--- config.mk ---
export PLATFORM = sky130hd
export DESIGN_NAME = sacc_ctrl
export DESIGN_NICKNAME = d
export VERILOG_FILES = /design/src/pkg/sacc_pkg.sv /design/src/design/sacc_ctrl.sv /design/src/design/sacc_sync.sv
export VERILOG_INCLUDE_DIRS = /design/src /design/src/pkg
export SDC_FILE = /design/constraint.sdc
export NUM_CORES = 1
export LEC_CHECK = 0
export BUFFER_PORTS_ARGS = -buffer_cell sky130_fd_sc_hd__clkbuf_2
export CORE_MARGIN = 4
export CORE_UTILIZATION = 60
export DETAILED_ROUTE_END_ITERATION = 8
export GPL_TIMING_DRIVEN = 0
export PLACE_DENSITY = 0.82
export SLEW_MARGIN = 20
export SYNTH_ARGS = -nofsm -noshare
export SYNTH_HDL_FRONTEND = slang
export SYNTH_SLANG_ARGS = --single-unit
--- constraint.sdc ---
create_clock -name clk_sys -period 2.3 [get_ports clk_sys]
set_clock_uncertainty 0.05 [all_clocks]
set_input_delay 0.23 -clock clk_sys [delete_from_list [all_inputs] [get_ports clk_sys]]
set_output_delay 0.23 -clock clk_sys [all_outputs]
set_load 0.1 [all_outputs]
--- src/pkg/sacc_defines.svh ---
// Purpose: constants for the converter control and output block
// Assumes: 50 MHz system clock
// Notes:   the track count derives from its printed time and the clock rate; calibration and bit counts are given directly
`ifndef SACC_DEFINES_SVH
`define SACC_DEFINES_SVH
`define SACC_CLK_MHZ        50
`define SACC_RES_BITS       12
`define SACC_CAL_CYCLES     1443840
`define SACC_TRACK_NS       3750
`define SACC_TRACK_CYC      ((`SACC_TRACK_NS * `SACC_CLK_MHZ + 999) / 1000)
`define SACC_HOLD_EXTRA_NS  50
`define SACC_BIT_CYC        4
`define SACC_ST_BUSY        0
`define SACC_ST_CAL         1
`define SACC_ST_TRACK       2
`define SACC_ST_BYTE        3
`define SACC_ST_ILV         4
`endif

--- src/pkg/sacc_pkg.sv ---
// Purpose: types for the converter control and output block
// Assumes: nothing
// Notes:   state codes written out in binary
package sacc_pkg;
  typedef enum logic [1:0] {
    SACC_IDLE = 2'b00,
    SACC_CONV = 2'b01,
    SACC_CAL  = 2'b10,
    SACC_RCAL = 2'b11
  } sacc_mode_t;
endpackage

--- src/design/sacc_ctrl.sv ---
// Purpose: control, result bus and serial output of a SAR converter
// Assumes: comparator decision arrives as a level on comp_in
// Notes:   bus pins carry separate data out and output enable
`timescale 1ns/10ps
`include "sacc_defines.svh"
module sacc_ctrl
  import sacc_pkg::*;
#(
  parameter int RES_BITS   = `SACC_RES_BITS,
  parameter int CAL_CYCLES = `SACC_CAL_CYCLES,
  parameter int TRACK_CYC  = `SACC_TRACK_CYC,
  parameter int BIT_CYC    = `SACC_BIT_CYC
) (
  input  wire logic        clk_sys,
  input  wire logic        rstn,
  input  wire logic        ce,
  input  wire logic        reset_in,
  input  wire logic        hold_n,
  input  wire logic        cs_n,
  input  wire logic        rd_n,
  input  wire logic        result_or_status_sel,
  input  wire logic        bus_width_sel,
  input  wire logic        cal_in,
  input  wire logic        interleave_cal_n,
  input  wire logic        polarity_sel,
  input  wire logic        comp_in,
  output logic      [15:0] data_out,
  output logic      [15:0] data_oe_n,
  output logic             end_of_track_n,
  output logic             end_of_conv,
  output logic             serial_result_out,
  output logic             serial_clk,
  output logic             calibrating
);
  // ******************************************************************
  // pin synchronisers
  // ******************************************************************
  logic [9:0] pin_s;   // settled pins; idle-high ones kept inverted so reset reads idle
  sacc_sync #(.W(10)) u_sync (
    .clk_sys (clk_sys),
    .rstn    (rstn),
    .ce      (ce),
    .d       ({reset_in, hold_n, cs_n, rd_n, result_or_status_sel, bus_width_sel,
                cal_in, interleave_cal_n, comp_in, polarity_sel} ^ 10'h1C4),
    .q       (pin_s)
  );
  logic rst_s, hold_s, cs_s, rd_s, sel_s, bw_s, cal_s, ilv_s, comp_s, pol_s;
  assign {rst_s, hold_s, cs_s, rd_s, sel_s, bw_s, cal_s, ilv_s, comp_s, pol_s} = pin_s ^ 10'h1C4;

  // ******************************************************************
  // state record
  // ******************************************************************
  typedef struct packed {
    sacc_mode_t          mode;       // main activity
    logic                rst_d;      // reset sample; the reset branch zeroes it, so it always reads low
    logic                hold_d;     // hold pin last cycle
    logic                cs_d;       // chip select last cycle
    logic                rd_act_d;   // read cycle active last cycle
    logic                cal_lat;    // calibrate latched on cs rise
    logic                ilv_lat;    // interleave latched on cs rise
    logic                burst;      // burst calibration enabled
    logic                ilv_on;     // interleave calibration enabled
    logic [20:0]         cal_pos;    // calibration progress, kept across bursts
    logic [RES_BITS-1:0] sar;        // approximation register
    logic [RES_BITS-1:0] result;     // last finished result
    logic [3:0]          bit_idx;    // bit being decided
    logic [7:0]          tick;       // cycles within a bit step
    logic [8:0]          trk_cnt;    // acquisition time counter
    logic                byte_lo;    // next byte read returns low part
    logic                eoc;        // end of conversion pin
    logic                eot_n;      // end of track pin
    logic                sdo;        // serial data pin
    logic                sck;        // serial clock pin
    logic [15:0]         dout;       // data bus value
    logic [15:0]         doe_n;      // data bus enables, low drives
  } sacc_st_t;
  sacc_st_t st_ff;
  sacc_st_t nxt_st;

  logic hold_fall;   // conversion start request
  logic cs_rise;     // latch calibration controls
  logic cs_fall;     // apply calibration controls
  logic rd_act;      // read cycle in progress
  logic rd_end;      // read cycle just finished
  logic [7:0] status; // status byte
  logic [RES_BITS-1:0] code; // result with polarity coding

  assign hold_fall = st_ff.hold_d & ~hold_s;
  assign cs_rise   = ~st_ff.cs_d & cs_s;
  assign cs_fall   = st_ff.cs_d & ~cs_s;
  assign rd_act    = ~cs_s & ~rd_s;
  assign rd_end    = st_ff.rd_act_d & ~rd_act;
  // straight binary internally; two's complement flips the sign bit
  assign code      = pol_s ? (st_ff.result ^ {1'b1, {(RES_BITS-1){1'b0}}})
                           : st_ff.result;

  // status byte: busy, calibrating, tracked, byte phase, interleave
  always_comb begin
    status = 8'h00;
    status[`SACC_ST_BUSY]  = (st_ff.mode == SACC_CONV);
    status[`SACC_ST_CAL]   = st_ff.mode[1];
    status[`SACC_ST_TRACK] = ~st_ff.eot_n;
    status[`SACC_ST_BYTE]  = st_ff.byte_lo;
    status[`SACC_ST_ILV]   = st_ff.ilv_on;
  end

  // ******************************************************************
  // next state
  // ******************************************************************
  always_comb begin
    nxt_st = st_ff;
    if (ce) begin
      nxt_st.rst_d    = rst_s;
      nxt_st.hold_d   = hold_s;
      nxt_st.cs_d     = cs_s;
      nxt_st.rd_act_d = rd_act;
      // chip select rise latches controls; ignored while high
      if (cs_rise) begin
        nxt_st.cal_lat = cal_s;
        nxt_st.ilv_lat = ilv_s;
      end
      if (cs_fall) begin
        nxt_st.burst  = st_ff.cal_lat;
        nxt_st.ilv_on = ~st_ff.ilv_lat;
      end
      // acquisition timer runs only while idle
      if (st_ff.mode == SACC_IDLE && st_ff.eot_n) begin
        if (st_ff.trk_cnt >= 9'(TRACK_CYC - 1)) begin
          nxt_st.eot_n = 1'b0;
        end else begin
          nxt_st.trk_cnt = st_ff.trk_cnt + 9'h001;
        end
      end
      // the first read after completion raises the flag again
      if (rd_end) begin
        nxt_st.eoc = 1'b1;
      end
      // bus: drive only while both selects are low
      nxt_st.doe_n = 16'hFFFF;
      nxt_st.dout  = 16'h0000;
      if (rd_act) begin
        if (!sel_s) begin
          nxt_st.dout  = {8'h00, status};
          nxt_st.doe_n = 16'hFF00;
        end else if (bw_s) begin
          nxt_st.dout  = 16'(code);
          nxt_st.doe_n = 16'h0000;
        end else begin
          nxt_st.dout  = st_ff.byte_lo ? {8'h00, code[3:0], 4'h0}
                                       : {8'h00, code[11:4]};
          nxt_st.doe_n = 16'hFF00;
        end
      end
      if (rd_end && sel_s && !bw_s) begin
        nxt_st.byte_lo = ~st_ff.byte_lo;
      end
      unique case (st_ff.mode)
        SACC_IDLE: begin
          nxt_st.sck = 1'b0;
          if (st_ff.burst) begin
            nxt_st.mode = SACC_CAL;
          end else if (hold_fall) begin
            nxt_st.mode    = SACC_CONV;
            nxt_st.eoc     = 1'b1;
            nxt_st.sar     = '0;
            nxt_st.bit_idx = 4'(RES_BITS - 1);
            nxt_st.tick    = '0;
            nxt_st.eot_n   = 1'b1;
          end
        end
        SACC_CONV: begin
          // one bit per step; clock low first half, high second half
          nxt_st.tick = st_ff.tick + 8'h01;
          if (st_ff.tick == 8'h00) begin
            nxt_st.sar[st_ff.bit_idx] = comp_s;
            nxt_st.sdo = comp_s;
            nxt_st.sck = 1'b0;
          end else if (st_ff.tick == 8'(BIT_CYC / 2)) begin
            nxt_st.sck = 1'b1;
          end else if (st_ff.tick == 8'(BIT_CYC - 1)) begin
            nxt_st.tick = '0;
            if (st_ff.bit_idx == 4'h0) begin
              nxt_st.mode    = SACC_IDLE;
              nxt_st.result  = st_ff.sar;
              nxt_st.eoc     = 1'b0;
              nxt_st.byte_lo = 1'b0;
              nxt_st.trk_cnt = '0;
            end else begin
              nxt_st.bit_idx = st_ff.bit_idx - 4'h1;
            end
          end
        end
        SACC_CAL: begin
          // progress kept when burst stops, so the next resumes
          if (!st_ff.burst) begin
            nxt_st.mode    = SACC_IDLE;
            nxt_st.trk_cnt = '0;
            nxt_st.eot_n   = 1'b1;
          end else if (st_ff.cal_pos == 21'(CAL_CYCLES - 1)) begin
            nxt_st.cal_pos = '0;
          end else begin
            nxt_st.cal_pos = st_ff.cal_pos + 21'h000001;
          end
        end
        SACC_RCAL: begin
          // full calibration after reset; ends with flag low
          if (st_ff.cal_pos == 21'(CAL_CYCLES - 1)) begin
            nxt_st.cal_pos = '0;
            nxt_st.mode    = SACC_IDLE;
            nxt_st.eoc     = 1'b0;
            nxt_st.trk_cnt = '0;
          end else begin
            nxt_st.cal_pos = st_ff.cal_pos + 21'h000001;
          end
        end
      endcase
      // reset pin high reloads reset values and enters full calibration; the count runs from its fall
      if (rst_s) begin
        nxt_st       = '0;
        nxt_st.ilv_lat = 1'b1;
        nxt_st.eoc   = 1'b1;
        nxt_st.eot_n = 1'b1;
        nxt_st.hold_d = hold_s;
        nxt_st.cs_d  = cs_s;
        nxt_st.doe_n = 16'hFFFF;
        nxt_st.mode  = SACC_RCAL;
      end
    end
  end

  // ******************************************************************
  // state register
  // ******************************************************************
  always_ff @(posedge clk_sys or negedge rstn) begin
    if (!rstn) begin
      st_ff <= '{mode: SACC_RCAL, rst_d: 1'b0, hold_d: 1'b1, cs_d: 1'b1,
                 eoc: 1'b1, eot_n: 1'b1, ilv_lat: 1'b1, doe_n: 16'hFFFF, default: '0};
    end else begin
      st_ff <= nxt_st;
    end
  end

  assign data_out          = st_ff.dout;
  assign data_oe_n         = st_ff.doe_n;
  assign end_of_track_n    = st_ff.eot_n;
  assign end_of_conv       = st_ff.eoc;
  assign serial_result_out = st_ff.sdo;
  assign serial_clk        = st_ff.sck;
  assign calibrating       = st_ff.mode[1];
endmodule

--- src/design/sacc_sync.sv ---
// Purpose: two flip-flop synchroniser for a group of pin inputs
// Assumes: inputs are asynchronous to clk_sys
// Notes:   first stage read only by second stage
`timescale 1ns/10ps
module sacc_sync #(
  parameter int W = 1
) (
  input  wire logic         clk_sys,
  input  wire logic         rstn,
  input  wire logic         ce,
  input  wire logic [W-1:0] d,
  output logic      [W-1:0] q
);
  typedef struct packed {
    logic [W-1:0] s1;  // metastable stage
    logic [W-1:0] s2;  // settled stage
  } sacc_sync_t;
  sacc_sync_t st_ff;
  sacc_sync_t nxt_st;
  // shift by one stage per enabled edge
  always_comb begin
    nxt_st = st_ff;
    if (ce) begin
      nxt_st.s1 = d;
      nxt_st.s2 = st_ff.s1;
    end
  end
  always_ff @(posedge clk_sys or negedge rstn) begin
    if (!rstn) begin
      st_ff <= '0;
    end else begin
      st_ff <= nxt_st;
    end
  end
  assign q = st_ff.s2;
endmodule

==> out/metrics.csv <==
stage,metric,value,unit
synth,synth_edf_count,0,
grt,grt_pass1_wl,24670,um
sta,slew_headroom,0.4617,
drt,routed_wirelength,15250,um
min_path,worstHoldPathType,in -> async,
drt,dr_wl_met2,7395,um
drt,post_drt_wl_per_cell,17.31,um
synth,synthArstFlopShare,1.000,
critical_path,slowest_stage,dfrtp_2,
drt,routed.top_layer,met4,
drt,dr_wl_met3,1058,um
drt,viasPerCell,6.118,
critical_path,crit_chain,inv_2 -> ha_2 -> nor3b_4 -> nand4_1 -> a22oi_2 -> buf_6 -> a21oi_1 -> a32o_1,
critical_path,r2r_start,st_ff[54],
clock_tree,cts_tree,yes,
synth,ys_types,68,
synth,syn_area,0.006148,sq mm
drt,ant_nets,0,
clock_tree,clk_pin_slew,60,ps
finish,final_common_cell,dfrtp_1,
finish,drive_above_1_share,0.2447,
grt,grt_usage,0.2648,
critical_path,worstSetupStartpointType,flop,
place,placed_area,0.006583,sq mm
sta,hold_viol,0,
critical_path,cp.required,2670,ps
sta,tightest_slew,807.4,ps
synth,syn_avg_cell_area,9.503,sq um
sta,final-setup-viol-count,0,
finish,n_antenna_cell,0,
grt,grt_pass1_vias,5137,
finish,mostFrequentLayoutCells,"dfrtp_1, nand2_1, nor2_1",
status,outcome,"finished, final reports clean",
place,io_buffers,44,
clock_tree,numCtsBuffers,17,
synth,ys_ff_latch,114,
die,initial_utilization,0.6233,
clock_tree,cts.sinks,114,
grt,antenna_found_initial,0,
power_and_ir_drop,ir_drop,0.7189,mV
synth,ys_warn_count,0,
synth,netlist_instances,647,
critical_path,arrival,2630,ps
sta,fmaxAchievable,0.4424,GHz
synth,synth_ff_type,dfrtp_1,
drt,wl_met1,6486,um
critical_path,cp-end-kind,flop,
die,row_count,36,
grt,grt-ovfl-total,0,
die,io_pins,50,
power_and_ir_drop,p_leak,3.355,nW
critical_path,reg2reg_slack,40,ps
critical_path,critPathMaxFanout,10,
clock_tree,ctsLongestPathBuffers,2,
die,die_area,0.01193,sq mm
sta,drv_slew,0,
place,dp_hpwl,9855,um
critical_path,worstSetupStartpoint,st_ff[54],
power_and_ir_drop,power_density,929.4,mW/mm^2
synth,ys_seq_area_frac,0.4658,
die,die_h,109.2,um
sta,tns,0,ps
job,max_cap_violations,0,
die,die_w,109.2,um
drt,via_count,5390,
finish,area_delta_synth_final,20.76,%
drt,drc_errors,0,
critical_path,cp_slowest_stage_delay,440,ps
drt,drtIter0Drc,390,
die,core-area,0.009864,sq mm
sta,rsz0062_at_grt,yes,
sta,layout_min_cycle_time,2260,ps
clock_tree,cts-root-buf,clkbuf_8,
place,gp_congestion,0.9633,
clock_tree,clkLatencyLatePin,530,ps
critical_path,crit_family,compound AO/OA/AOI/OAI gates,
finish,fin_nets,758,
sta,fin_crit_sh,0.9827,
drt,firstDrtPassIters,5,
clock_tree,htreeDepth,4,
critical_path,setup.worst_path.class,reg -> reg,
grt,grt_max_degree,73,
critical_path,cp_num_buf_inv,2,
finish,final_area,0.007425,sq mm
-- per-layer routing --
metal,GRT usage,vias up
met4,0.1051,0
met5,0,-
met1,0.3377,2637
met2,0.4303,244
li1,-,2478
met3,0.07105,31
-- flip-flops by register name, indices dropped and copies added (netlist names) --
name / count
u_sync.q: 10
serial_clk: 1
calibrating: 1
data_oe_n: 2
end_of_conv: 1
data_out: 12
st_ff: 75
u_sync.st_ff: 10
end_of_track_n: 1
serial_result_out: 1
-- power breakdown --
group,internal (mW),switching [mW]
logic,0.608,1.28
clock network,1.67,0.912
registers,2.23,0.204
-- Yosys cell counts, types with 6 or more instances --
master / number / area [sq um]
dfstp_2: 9 / 236.5
nor2_1: 51 / 191.4
dfrtp_1: 105 / 2628
a22o_1: 15 / 131.4
xor2_1: 7 / 61.31
or3_1: 7 / 43.79
nor3_1: 9 / 45.04
mux2i_1: 21 / 210.2
clkbuf_1: 22 / 82.58
o31ai_1: 11 / 82.58
a21o_1: 9 / 67.56
nand4_1: 13 / 81.33
buf_4: 33 / 247.7
nand2_1: 61 / 229.0
buf_2: 7 / 35.03
o21ai_0: 43 / 215.2
inv_1: 29 / 108.9
a22oi_1: 8 / 60.06
mux2_2: 16 / 180.2
nand2b_1: 6 / 37.54
nand3_1: 19 / 95.09
ha_1: 10 / 125.1
a21oi_1: 43 / 215.2
-- per-stage QoR --
| stage | hold slack [ps] | total power [mW] | std cells | util | worst slack (ps) |
|---|---|---|---|---|---|
| 2_1_floorplan | -115.6 | 3.757 | 650 | - | 83.72 |
| 3_3_place_gp | 362.7 | 4.113 | 827 | 0.6636 | -619.4 |
| 3_5_place_dp | 136.8 | 4.179 | 828 | 0.6673 | -301.9 |
| 4_1_cts | 142.3 | 6.822 | 873 | 0.7414 | 18.24 |
| 5_1_grt | 178.4 | 7.198 | 881 | 0.7527 | -34.46 |
| 6_report | 147.6 | 6.901 | 881 | 0.7527 | 39.73 |
-- what timing repair did --
action                                 4_1_cts  5_1_grt
gates cloned                                 0        0
resized for setup                            9       20
setup endpoints to repair                   25       54
buffers inserted                             2        8
pin swaps                                    1        5
endpoints found under the hold margin      116        0
hold buffers                                11        0
-- final cells by class --
cell class	count	area, sq um
Buffer	66	404.1
Clock buffer	21	439.2
Clock inverter	11	136.4
Fill cell	629	2440
Inverter	30	112.6
Multi-Input combinational cell	440	2855
Sequential cell	114	2869
Tap cell	133	166.4
Timing Repair Buffer	66	441.7
-- kinds of logic after synthesis --
logic type,Yosys count,synth area share
other,1,0.0006099
xor gates and xnor gates,10,0.01425
muxes,37,0.06349
DFF,114,0.4658
AOI/OAI and AO/OA,176,0.1880
and+or+nand+nor,203,0.1658
buffers and inverters,96,0.08160
adders and majority gates,10,0.02035
-- final timing paths --
path,cells after the start,end
max in group asynchronous,3,data_oe_n[14]
setup / recovery,8,st_ff[44]
hold reg to reg,2,u_sync.q[5]
hold / removal,2,st_ff[83]
setup reg to reg,8,st_ff[44]
min in group clk_sys,3,st_ff[41]
Power figures use the tool's default switching activity.
